===== config.mk =====
export PLATFORM = sky130hd
export DESIGN_NAME = dpll_lock_and_phase_detect
export DESIGN_NICKNAME = d
export VERILOG_FILES = /design/src/rtl/dpll_pkg.sv /design/src/rtl/dpll_lock_and_phase_detect.sv
export SDC_FILE = /design/constraint.sdc
export NUM_CORES = 2
export LEC_CHECK = 0
export ABC_CLOCK_PERIOD_IN_PS = 9900
export BUFFER_PORTS_ARGS = -buffer_cell sky130_fd_sc_hd__buf_2
export CAP_MARGIN = 20
export CORE_ASPECT_RATIO = 0.8
export CORE_MARGIN = 2
export CORE_UTILIZATION = 45
export CTS_CLUSTER_DIAMETER = 200
export CTS_CLUSTER_SIZE = 40
export DETAILED_ROUTE_END_ITERATION = 8
export HOLD_SLACK_MARGIN = 0.05
export PLACE_DENSITY_LB_ADDON = 0.2
export SYNTH_ARGS = -nofsm -noshare
export SYNTH_HDL_FRONTEND = slang
export SYNTH_SLANG_ARGS = --single-unit

===== constraint.sdc =====
create_clock -name aclk -period 9.9 [get_ports aclk]
set_input_delay 0.495 -clock aclk [delete_from_list [all_inputs] [get_ports aclk]]
set_output_delay 0.495 -clock aclk [all_outputs]
set_load 0.03 [all_outputs]

===== src/rtl/dpll_pkg.sv =====
// Constants, register map and carrier types of the DPLL lock and phase detect core.
// Assumes one 125 MHz clock; reference and feedback levels come in synchronous to it.
package dpll_pkg;

    localparam longint unsigned CLK_HZ        = 64'd125_000_000;
    localparam longint unsigned LOCK_QUAL_S   = 64'd1;
    localparam longint unsigned PRELOCK_MAX_S = 64'd100;
    localparam longint unsigned LOCK_QUAL_CYC = CLK_HZ * LOCK_QUAL_S;
    localparam longint unsigned PRELOCK_CYC   = CLK_HZ * PRELOCK_MAX_S;
    localparam int              TMR_W         = 36;

    localparam int LOGIC_CLK_KHZ = 204800;
    localparam int OSC_KHZ       = 12800;
    localparam int LOGIC_MULT    = LOGIC_CLK_KHZ / OSC_KHZ;

    localparam int              MIN_REF_HZ = 2000;
    localparam int              PER_W      = $clog2(int'(CLK_HZ) / MIN_REF_HZ) + 2;

    localparam logic [4:0]  BW_STEPS     = 5'h0A;
    localparam logic [3:0]  BW_CODE_MAX  = 4'h9;
    localparam logic [2:0]  DAMP_MAX     = 3'h4;
    localparam logic [1:0]  SEC_BW_MAX   = 2'h2;
    localparam logic [3:0]  MC_CODE_MAX  = 4'hC;
    localparam logic [15:0] OFS_LIMIT    = 16'h8235;        // 200 ns / 6 ps

    // Register byte addresses
    localparam logic [7:0] A_CTRL   = 8'h00;
    localparam logic [7:0] A_BW     = 8'h04;
    localparam logic [7:0] A_MCYC   = 8'h08;
    localparam logic [7:0] A_INCFG  = 8'h0C;
    localparam logic [7:0] A_OFS    = 8'h10;
    localparam logic [7:0] A_STATUS = 8'h14;
    localparam logic [7:0] A_PHASE  = 8'h18;

    // Field positions
    localparam int F_REVERT  = 0;
    localparam int F_NE_INH  = 6;
    localparam int F_AUTO_BW = 7;
    localparam int F_MC_EN   = 6;
    localparam int F_MC_USE  = 5;
    localparam int F_HS_IN   = 0;
    localparam int F_DIVIDE_TO_8KHZ_LOCK  = 6;

    localparam logic [31:0] RST_CTRL  = 32'h0000_0080;
    localparam logic [31:0] RST_BW    = 32'h0002_2259;
    localparam logic [31:0] RST_MCYC  = 32'h0000_0000;
    localparam logic [31:0] RST_INCFG = 32'h3CAF_0000;

    localparam logic [1:0] RESP_OKAY   = 2'b00;
    localparam logic [1:0] RESP_SLVERR = 2'b10;

    typedef enum logic [2:0] {
        ST_HOLDOVER = 3'b001,
        ST_PRELOCK2 = 3'b010,
        ST_LOCKED   = 3'b100
    } lock_state_t;

    typedef struct packed {
        logic [3:0] acq_bw;
        logic [3:0] lock_bw;
        logic [2:0] main_damp;
        logic [1:0] sec_bw;
        logic [2:0] sec_damp;
    } loop_set_t;

    typedef struct packed {
        logic        valid;
        logic [31:0] phase;
    } phase_out_t;

endpackage


===== src/rtl/dpll_lock_and_phase_detect.sv =====
// Lock state control, bandwidth choice and phase detectors of the main loop.
// Assumes AXI4-Lite register access, a single clock, and reference and feedback
// levels already retimed to aclk by the surrounding logic.
`timescale 1ns/10ps
module dpll_lock_and_phase_detect
    import dpll_pkg::*;
#(
    parameter longint unsigned LOCK_CYC    = LOCK_QUAL_CYC,
    parameter longint unsigned TIMEOUT_CYC = PRELOCK_CYC
) (
    input  wire logic        aclk,          // system clock
    input  wire logic        aresetn,       // sync reset, active low
    input  wire logic        ce,            // clock enable, freezes state
    input  wire logic [7:0]  s_awaddr,      // write address
    input  wire logic        s_awvalid,     // write address valid
    output      logic        s_awready,     // write address ready
    input  wire logic [31:0] s_wdata,       // write data
    input  wire logic [3:0]  s_wstrb,       // write byte strobes
    input  wire logic        s_wvalid,      // write data valid
    output      logic        s_wready,      // write data ready
    output      logic [1:0]  s_bresp,       // write response
    output      logic        s_bvalid,      // write response valid
    input  wire logic        s_bready,      // write response ready
    input  wire logic [7:0]  s_araddr,      // read address
    input  wire logic        s_arvalid,     // read address valid
    output      logic        s_arready,     // read address ready
    output      logic [31:0] s_rdata,       // read data
    output      logic [1:0]  s_rresp,       // read response
    output      logic        s_rvalid,      // read data valid
    input  wire logic        s_rready,      // read data ready
    input  wire logic        ref_in,        // selected reference clock level
    input  wire logic        fb_in,         // feedback clock level
    input  wire logic        ref_applied,   // pulse: reference chosen and applied
    input  wire logic        prio_restored, // pulse: higher-priority ref back
    input  wire logic        phase_lock,    // level: detectors report lock
    output      lock_state_t state,         // lock state
    output      logic        reselect_req,  // pulse: choose another reference
    output      logic [3:0]  active_bw,     // bandwidth code in use
    output      logic        nearest_edge,  // nearest edge capture active
    output      phase_out_t  loop_phase     // phase word to loop filter
);

    // ------------------------------------------------------------
    // Helpers
    // ------------------------------------------------------------
    function automatic logic [31:0] merge(input logic [31:0] o, input logic [31:0] n,
                                          input logic [3:0] s);
        logic [31:0] r;
        r = o;
        for (int i = 0; i < 4; i++) begin
            if (s[i]) begin
                r[i*8 +: 8] = n[i*8 +: 8];
            end
        end
        return r;
    endfunction

    function automatic logic [3:0] clamp4(input logic [3:0] v, input logic [3:0] m);
        return (v > m) ? m : v;
    endfunction

    // Range n -> 2^(n+1)-1 UI, with n clamped to MC_CODE_MAX
    function automatic logic signed [14:0] mc_range(input logic [3:0] n);
        logic [3:0] c;
        c = clamp4(n, MC_CODE_MAX);
        return 15'((16'h0002 << c) - 16'h0001);
    endfunction

    // ------------------------------------------------------------
    // Register file
    // ------------------------------------------------------------
    logic [31:0] ctrl_q;
    logic [31:0] bw_q;
    logic [31:0] mcyc_q;
    logic [31:0] incfg_q;
    logic [31:0] ofs_q;
    logic [7:0]  awaddr_q;
    logic        aw_have_q;
    logic [31:0] wdata_q;
    logic [3:0]  wstrb_q;
    logic        w_have_q;
    logic        do_write;
    loop_set_t   set;

    assign s_awready = ~aw_have_q & ~s_bvalid;
    assign s_wready  = ~w_have_q & ~s_bvalid;
    assign do_write  = ce & aw_have_q & w_have_q & ~s_bvalid;

    always_ff @(posedge aclk) begin
        if (!aresetn) begin
            aw_have_q <= 1'b0;
            awaddr_q  <= 8'h00;
        end else if (ce) begin
            if (s_awvalid && s_awready) begin
                aw_have_q <= 1'b1;
                awaddr_q  <= s_awaddr;
            end else if (do_write) begin
                aw_have_q <= 1'b0;
            end
        end
    end

    always_ff @(posedge aclk) begin
        if (!aresetn) begin
            w_have_q <= 1'b0;
            wdata_q  <= 32'h0000_0000;
            wstrb_q  <= 4'h0;
        end else if (ce) begin
            if (s_wvalid && s_wready) begin
                w_have_q <= 1'b1;
                wdata_q  <= s_wdata;
                wstrb_q  <= s_wstrb;
            end else if (do_write) begin
                w_have_q <= 1'b0;
            end
        end
    end

    always_ff @(posedge aclk) begin
        if (!aresetn) begin
            ctrl_q  <= RST_CTRL;
            bw_q    <= RST_BW;
            mcyc_q  <= RST_MCYC;
            incfg_q <= RST_INCFG;
            ofs_q   <= 32'h0000_0000;
            s_bvalid <= 1'b0;
            s_bresp  <= RESP_OKAY;
        end else if (ce) begin
            if (do_write) begin
                s_bvalid <= 1'b1;
                s_bresp  <= RESP_OKAY;
                case (awaddr_q)
                    A_CTRL:  ctrl_q  <= merge(ctrl_q, wdata_q, wstrb_q);
                    A_BW:    bw_q    <= merge(bw_q, wdata_q, wstrb_q);
                    A_MCYC:  mcyc_q  <= merge(mcyc_q, wdata_q, wstrb_q);
                    A_INCFG: incfg_q <= merge(incfg_q, wdata_q, wstrb_q);
                    A_OFS:   ofs_q   <= merge(ofs_q, wdata_q, wstrb_q);
                    default: s_bresp <= RESP_SLVERR;
                endcase
            end else if (s_bvalid && s_bready) begin
                s_bvalid <= 1'b0;
            end
        end
    end

    // Out-of-range codes saturate rather than wrap to a narrow loop
    always_comb begin
        set.acq_bw    = clamp4(bw_q[3:0], BW_CODE_MAX);
        set.lock_bw   = clamp4(bw_q[7:4], BW_CODE_MAX);
        set.main_damp = 3'(clamp4({1'b0, bw_q[10:8]}, {1'b0, DAMP_MAX}));
        set.sec_bw    = 2'(clamp4({2'b00, bw_q[13:12]}, {2'b00, SEC_BW_MAX}));
        set.sec_damp  = 3'(clamp4({1'b0, bw_q[18:16]}, {1'b0, DAMP_MAX}));
    end

    // ------------------------------------------------------------
    // Lock state machine
    // ------------------------------------------------------------
    logic [TMR_W-1:0] qual_q;
    logic [TMR_W-1:0] tmo_q;
    logic             qualified;
    logic             timed_out;
    logic             revert_ev;

    assign qualified = (qual_q >= TMR_W'(LOCK_CYC - 64'd1)) & phase_lock;
    assign timed_out = tmo_q >= TMR_W'(TIMEOUT_CYC - 64'd1);
    assign revert_ev = ctrl_q[F_REVERT] & prio_restored;

    // Continuous lock time; any drop restarts it
    always_ff @(posedge aclk) begin
        if (!aresetn) begin
            qual_q <= '0;
        end else if (ce) begin
            if (!phase_lock || state != ST_PRELOCK2) begin
                qual_q <= '0;
            end else if (!qualified) begin
                qual_q <= qual_q + 1'b1;
            end
        end
    end

    always_ff @(posedge aclk) begin
        if (!aresetn) begin
            tmo_q <= '0;
        end else if (ce) begin
            if (state != ST_PRELOCK2) begin
                tmo_q <= '0;
            end else begin
                tmo_q <= tmo_q + 1'b1;
            end
        end
    end

    always_ff @(posedge aclk) begin
        if (!aresetn) begin
            state        <= ST_HOLDOVER;
            reselect_req <= 1'b0;
        end else if (ce) begin
            reselect_req <= 1'b0;
            case (state)
                ST_HOLDOVER: begin
                    if (ref_applied || revert_ev) begin
                        state <= ST_PRELOCK2;
                    end
                end
                ST_PRELOCK2: begin
                    if (qualified) begin
                        state <= ST_LOCKED;
                    end else if (timed_out) begin
                        state        <= ST_HOLDOVER;
                        reselect_req <= 1'b1;
                    end
                end
                ST_LOCKED: begin
                    if (revert_ev || !phase_lock) begin
                        state <= ST_PRELOCK2;
                    end
                end
                default: state <= ST_HOLDOVER;
            endcase
        end
    end

    // ------------------------------------------------------------
    // Bandwidth and capture mode
    // ------------------------------------------------------------
    logic mc_en;
    logic mc_use;

    assign mc_en  = mcyc_q[F_MC_EN];
    assign mc_use = mcyc_q[F_MC_USE];

    always_ff @(posedge aclk) begin
        if (!aresetn) begin
            active_bw <= 4'h0;
        end else if (ce) begin
            if (ctrl_q[F_AUTO_BW] && state != ST_LOCKED) begin
                active_bw <= set.acq_bw;
            end else begin
                active_bw <= set.lock_bw;
            end
        end
    end

    always_ff @(posedge aclk) begin
        if (!aresetn) begin
            nearest_edge <= 1'b0;
        end else if (ce) begin
            // Inhibit wins so frequency locking is never given up
            nearest_edge <= ~ctrl_q[F_NE_INH] & ~mc_en & phase_lock;
        end
    end

    // ------------------------------------------------------------
    // Reference conditioning
    // ------------------------------------------------------------
    logic        ref_q;
    logic        fb_q;
    logic        half_q;
    logic [15:0] div8k_q;
    logic        ref_edge;
    logic        fb_edge;
    logic        pre_tick;
    logic        ref_tick;

    assign ref_edge = ref_in & ~ref_q;
    assign fb_edge  = fb_in & ~fb_q;
    // Fast input halved so the detector never sees above 77.76 MHz
    assign pre_tick = ref_edge & (~incfg_q[F_HS_IN] | half_q);
    assign ref_tick = pre_tick & (~incfg_q[F_DIVIDE_TO_8KHZ_LOCK] | div8k_q == 16'h0000);

    always_ff @(posedge aclk) begin
        if (!aresetn) begin
            ref_q   <= 1'b0;
            fb_q    <= 1'b0;
            half_q  <= 1'b0;
            div8k_q <= 16'h0000;
        end else if (ce) begin
            ref_q <= ref_in;
            fb_q  <= fb_in;
            if (ref_edge) begin
                half_q <= ~half_q;
            end
            if (pre_tick) begin
                // Ratio to 8 kHz held in the upper half of the input register
                div8k_q <= (div8k_q == 16'h0000) ? incfg_q[31:16] : div8k_q - 16'h0001;
            end
        end
    end

    // ------------------------------------------------------------
    // Phase detectors
    // ------------------------------------------------------------
    logic        [PER_W-1:0] cnt_q;
    logic        [PER_W-1:0] per_q;
    logic signed [14:0]      ui_q;
    logic signed [PER_W:0]   fine;
    logic signed [31:0]      full;
    logic signed [14:0]      rng;
    logic signed [15:0]      ui_next;

    assign rng = mc_range(mcyc_q[3:0]);

    // Cycle count since last reference tick, one aclk cycle per step
    always_ff @(posedge aclk) begin
        if (!aresetn) begin
            cnt_q <= '0;
            per_q <= '0;
        end else if (ce) begin
            if (ref_tick) begin
                per_q <= cnt_q;
                cnt_q <= '0;
            end else if (~&cnt_q) begin
                cnt_q <= cnt_q + 1'b1;
            end
        end
    end

    always_comb begin
        fine = $signed({1'b0, cnt_q});
        if (nearest_edge && cnt_q > (per_q >> 1)) begin
            fine = $signed({1'b0, cnt_q}) - $signed({1'b0, per_q});
        end
    end

    always_comb begin
        ui_next = 16'(ui_q);
        if (ref_tick && !fb_edge) begin
            ui_next = 16'(ui_q) + 16'sh0001;
        end else if (fb_edge && !ref_tick) begin
            ui_next = 16'(ui_q) - 16'sh0001;
        end
    end

    // Slip count stays live regardless of the loop-use bit
    always_ff @(posedge aclk) begin
        if (!aresetn) begin
            ui_q <= '0;
        end else if (ce) begin
            if (!mc_en) begin
                ui_q <= '0;
            end else if (ui_next > 16'(rng)) begin
                ui_q <= rng;
            end else if (ui_next < -16'(rng)) begin
                ui_q <= -rng;
            end else begin
                ui_q <= 15'(ui_next);
            end
        end
    end

    assign full = 32'(fine) + 32'(ui_q) * 32'($signed({1'b0, per_q}));

    // Offset in 6 ps steps, saturated at the 200 ns limit
    logic signed [16:0] ofs_sat;
    always_comb begin
        ofs_sat = $signed(ofs_q[16:0]);
        if (ofs_sat > $signed({1'b0, OFS_LIMIT})) begin
            ofs_sat = $signed({1'b0, OFS_LIMIT});
        end else if (ofs_sat < -$signed({1'b0, OFS_LIMIT})) begin
            ofs_sat = -$signed({1'b0, OFS_LIMIT});
        end
    end

    always_ff @(posedge aclk) begin
        if (!aresetn) begin
            loop_phase <= '0;
        end else if (ce) begin
            loop_phase.valid <= fb_edge;
            if (fb_edge) begin
                if (mc_en && mc_use) begin
                    loop_phase.phase <= full;
                end else begin
                    loop_phase.phase <= 32'(fine);
                end
            end
        end
    end

    // ------------------------------------------------------------
    // Read channel
    // ------------------------------------------------------------
    logic [31:0] rd;
    logic        rd_ok;

    assign s_arready = ~s_rvalid;

    always_comb begin
        rd_ok = 1'b1;
        case (s_araddr)
            A_CTRL:   rd = ctrl_q;
            A_BW:     rd = {13'h0000, set.sec_damp, 2'b00, set.sec_bw, 1'b0,
                            set.main_damp, set.lock_bw, set.acq_bw};
            A_MCYC:   rd = mcyc_q;
            A_INCFG:  rd = incfg_q;
            A_OFS:    rd = 32'(ofs_sat);
            A_STATUS: rd = {8'h00, 5'(LOGIC_MULT), 3'b000, BW_STEPS[3:0], active_bw,
                            3'b000, nearest_edge, phase_lock, state};
            A_PHASE:  rd = {{17{ui_q[14]}}, ui_q};
            default: begin
                rd    = 32'h0000_0000;
                rd_ok = 1'b0;
            end
        endcase
    end

    always_ff @(posedge aclk) begin
        if (!aresetn) begin
            s_rvalid <= 1'b0;
            s_rdata  <= 32'h0000_0000;
            s_rresp  <= RESP_OKAY;
        end else if (ce) begin
            if (s_arvalid && s_arready) begin
                s_rvalid <= 1'b1;
                s_rdata  <= rd;
                s_rresp  <= rd_ok ? RESP_OKAY : RESP_SLVERR;
            end else if (s_rvalid && s_rready) begin
                s_rvalid <= 1'b0;
            end
        end
    end

endmodule


* Word level (Yosys, flattened, before mapping)
Cells that the tools add are included.
** Word-level totals
- Flip-flop bits (word level) :: 398
- Memory bits (writable) :: 0
- Input port bits :: 65
- Output and inout bits :: 83
- Logic and storage cells :: 215
- Memory bits (read-only) :: 0
- Memories kept :: 0
- Latch bits :: 0
** Operators by class
- Shift-type cells :: 1
- Div/mod/pow operators :: 0
- Bitwise operators :: 26
- Add/subtract/negate cells :: 11
- Muxes and demuxes :: 41
- Equal/unequal tests :: 20
- Order comparisons :: 13
- Multiply operators :: 1
- Reductions and logical operators :: 59
** Operators by type and width (number)
- $pmux W32 S7 :: 1
- $mux W36 :: 3
- $reduce_and A4 Y1 :: 19
- $add A36 B1 Y36 const B :: 2
- $mux W16 :: 3
- $mux W15 :: 3
- $ge A36 B27 Y1 const B :: 1
- $ge A36 B34 Y1 const B :: 1
- $mux W18 :: 2
- $mux W17 :: 2
- $add A19 B32 Y32 :: 1
- $eq A8 B4 Y1 const B :: 4
- $eq A8 B5 Y1 const B :: 4
- $mul A15 B19 Y32 :: 1
- $mux W32 :: 1
- $reduce_and A2 Y1 :: 14
- $mux W19 :: 1
- $sub A18 B18 Y19 :: 1
- $add A18 B1 Y18 const B :: 1
- $gt A18 B17 Y1 :: 1
- $mux W3 :: 6
- $reduce_and A18 Y1 :: 1
- $gt A17 B17 Y1 const B :: 1
- $lt A17 B17 Y1 const B :: 1
- 35 further kinds :: 97

* Longest topological paths before layout
- Depth after elaboration :: 12
- Mapped depth :: 30
- Mapped depth without buffers :: 29

* Worst setup path before layout
No wires, ideal clock.
- Kind :: reg-to-reg
- Start point :: reg per_q[1]
- End point :: reg loop_phase[31] in the netlist's numbering
- Required time :: 9.778 ns
- Data arrival time :: 7.339 ns
- Library setup time :: 0.122 ns
- Clock period less this slack :: 7.460 ns
- Cell stages (with the launch flop) :: 28
- Setup slack :: 2.440 ns
- Path through :: dfxtp_1 clkbuf_1 inv_1 fa_1 a211oi_1 o21ai_0 nor2b_1 o31ai_1 a21oi_1 a2111o_1 clkbuf_1 inv_1 ha_1 fa_1 fa_1 inv_1 fa_1 inv_1 ha_1 and3_1 nand4_1 a2111oi_0 o21ai_0 and4b_1 o311ai_1 xnor2_1 a21oi_1 o311a_1
** On the way
- Word-level cells in the longest chain between the ends :: 5
- Elaborated cells between the ends (all ways) :: 7
- Those cells by class :: 2 x add/sub; 1 x mul; 1 x order compare; 2 x mux; 1 x reduce/logical
** Ends and longest elaborated chain
- start, declared :: RTL line dpll_lock_and_phase_detect.sv:294 : logic [PER_W-1:0] per_q;
- start signal, assigned :: RTL line dpll_lock_and_phase_detect.sv:310 : per_q <= cnt_q;
- branches (longest 4 deep; another with $mul A15 B19 Y32)
- $mux W32 (*) :: RTL line dpll_lock_and_phase_detect.sv:370 : if (mc_en && mc_use) begin
- end, declared :: RTL line dpll_lock_and_phase_detect.sv:40 : output phase_out_t loop_phase
Every way passes the cells marked *.
A chain may end at the register's enable or synchronous reset.

* Worst setup path after layout
- Start point :: reg per_q[0]
- End point :: reg loop_phase[31] in the netlist's numbering
** On the way
- Word-level cells in the longest chain between the ends :: 4
- Elaborated cells between the ends (all ways) :: 5
- Those cells by class :: 2 x add/sub; 1 x mul; 2 x mux
** Ends and longest elaborated chain (RTL line)
- branches (longest 3 deep; another with $mul A15 B19 Y32)
- $mux W32 (*) :: dpll_lock_and_phase_detect.sv:370
Marked as above.

==> results.ini <==
[outcome]
outcome=complete, no violations

[global_routing]
grt_overflow=0
grt_pass1_wl_mm=141
antenna_found_initial=5
grtUsageTotal_pct=26.8
grt_pass1_vias=23900
grt_max_degree=94

[worst_setup_path]
crit_arrival_ps=9050
critPathKind=reg -> reg
path_max_fanout=17
r2r_cells=26
startpoint=per_q[0]
rrSetupSlack_ps=1350
cp.required_ps=10400
end_kind=flop
worst_r2r_endpoint=loop_phase[31]
r2r-start=per_q[0]
worst_setup_path_start_kind=flop

[synth]
synth_fa_ha_area_share_pct=23.8
syn_inst=3655
ys_seq_area_share_pct=26.9
yosysWarnings=0
synth.area.mux_share_pct=2.26
syn_area_per_cell_um2=8.04
synth_largest_area_cell=dfxtp_1
yosys.area_share.simple_pct=21.6
synth_compound_area_share_pct=14.6
synth_top_family_by_area=adder cells
ys.flop_type=dfxtp_1
yosysMostFrequentCell=nand2_1
synth_top_area_share_pct=26.9
synth_enable_flop_cells=0
syn_area_mm2=0.0294
synth_xor_area_share_pct=3.60
synth.distinct_cells=87
synth_common_cells=660 x nand2_1, 395 x dfxtp_1, 361 x inv_1
async_reset_ff_share_pct=0
synth-seq-cells=395
ys_top_cells_by_area=dfxtp_1 27%, fa_1 16%, nand2_1 8.4%

[floorplan]
start_util_pct=45.6
die_y_um=233
io_pins=148
die_w_um=290
die_area_mm2=0.0674
coreArea_mm2=0.0644
rows=83

[cells_and_area]
area_growth_pct=6.19
nets=4165
final_cell_area_mm2=0.0312
finalNonFillerCells=4537
seqCellArea_mm2=0.00791
multi_input_area_mm2=0.0194
final_layout_size_suffix_gt1_share_pct=6.82
nFillCells=6413

[sta]
finalSetupTns_ps=0
setup_viol=0
maxSlewHeadroom_pct=29.1
layout_setup_ws_ps=1350
hold_violations=0
period_share_pct=86.4
skew_ps=65.7
worst_slew_pin_slew_ps=1060
hold_ws_ps=145
drv_slew=0
rsz0062_at_grt=no
max_freq_mhz=117
period_needed_ps=8550

[job]
maxCapViolCount=0

[place]
detailedPlace.worstSlack_ps=1350
place_hpwl_mm=67.8
gp_congestion=0.922
dpl-instance-area_mm2=0.0308
dp_cells=4516
numPortBuffers=145

[clocking]
htree_levels=1
ctsHoldBuffers=0
numClockSinks=395
cts_tree=done
cts-root-buf=clkbuf_16
cts.reportedPaths.clkPinSlew_ps=170
post_cts_resized=0
post_cts_buffers=0
clk_latency_ps=590
clk_path_buf_depth=3
cts-buffers-inserted=13

[drt]
met3WireLength_mm=9.44
antenna_left=0
dr_total_vias=25422
drc=0
wl_per_cell_um=19.6
dr.pass1.iters=5
drt-vias-per-instance=5.60
top_layer_used=met5
totalWireLength_mm=89.1
drtIter0Drc=2574
wl_met2_mm=35.1
wl_met1_mm=43.3

[hold_path]
whs_path_depth=3
whs_endpoint=wdata_q[22]
min_from=s_wdata[22]
min_path_type=in -> reg

[power]
leakagePower_nw=13.1
p_per_area_mw_per_mm2=93.3
ir_drop_mv=0.119

how the worst max path moves through the flow:
stage                           endpoint  slack (ps)  cells after the start
after detailed placement  loop_phase[31]        1350                     26
after global routing      loop_phase[31]         730                     26
after CTS                 loop_phase[31]        1350                     26
after floorplan           loop_phase[31]        2440                     27
after global placement    loop_phase[31]        1540                     26
final                     loop_phase[31]        1350                     26
placed cells by master (no fill, tap or decap), types with 24 or more instances in the layout:
cell / Yosys / layout
nand3_1: 123 / 123
buf_4: 5 / 44
dfxtp_1: 395 / 395
o21ai_0: 150 / 149
xor2_1: 75 / 75
a31oi_1: 24 / 24
nor2b_1: 24 / 24
nor3_1: 42 / 41
and2_1: 98 / 98
xnor2_1: 44 / 44
fa_1: 237 / 237
or3_1: 27 / 27
nand2_1: 660 / 660
a21oi_1: 330 / 330
inv_1: 361 / 360
buf_2: 5 / 145
nand4_1: 27 / 27
nor2_1: 264 / 263
ha_1: 180 / 180
and3_1: 27 / 27
mux2i_1: 55 / 55
routing by layer:
metal,vias up,GRT usage [%]
met4,2,4.01
li1,12172,-
met1,12227,42.3
met3,66,7.11
met2,955,36.5
met5,-,0
area by class of cell:
cell class	count	area share (%)
clock inverters	2	0.0521
clock buffers	13	1.04
well taps	850	3.41
inverters	365	4.41
flip-flops and latches	395	25.3
diodes	4	0.0321
repair buffers	190	3.47
multi-input cells	2718	62.2
state kept, by name, summed over array words and instances, names as in the netlist, 15 cells and up:
signal      cells
bw_q           16
cnt_q          18
ctrl_q         32
div8k_q        16
incfg_q        32
loop_phase     33
mcyc_q         32
ofs_q          17
per_q          18
qual_q         36
s_rdata        32
tmo_q          36
ui_q           15
wdata_q        32
cell families after synthesis:
family / Yosys count
simple gates: 1394
compound gates: 716
buf+inv: 546
fa+ha+maj: 417
flops: 395
xor+xnor: 120
mux: 65
other cells: 2
critical path: stages, from the launching register on:
cell and delay [ps]:
dfxtp_1 680, ha_1 270, inv_1 60, fa_1 420, a211oi_1 350, o21ai_0 180
nor2b_1 170, o31ai_1 430, a21oi_1 180, a2111o_1 670, inv_1 450, ha_1 330
fa_1 470, fa_1 510, inv_1 60, fa_1 540, inv_1 40, ha_1 370
and3_1 240, nand4_1 120, a2111oi_0 550, o21ai_0 210, and4b_1 260, o311ai_1 320
xnor2_1 170, a21oi_1 90, o311a_1 340
per-stage QoR:
stage,total power [mW],utilization [%]
3_5_place_dp,2.17,47.9
6_report,2.91,48.5
5_1_grt,3.04,48.5
4_1_cts,2.92,48.4
3_3_place_gp,2.17,47.9
2_1_floorplan,2.04,-
where the power goes:
part,internal [mW],switching (mW)
Combinational,0.158,0.326
Clock,0.245,0.511
Sequential,1.63,0.0445
Power figures use the tool's default switching activity.
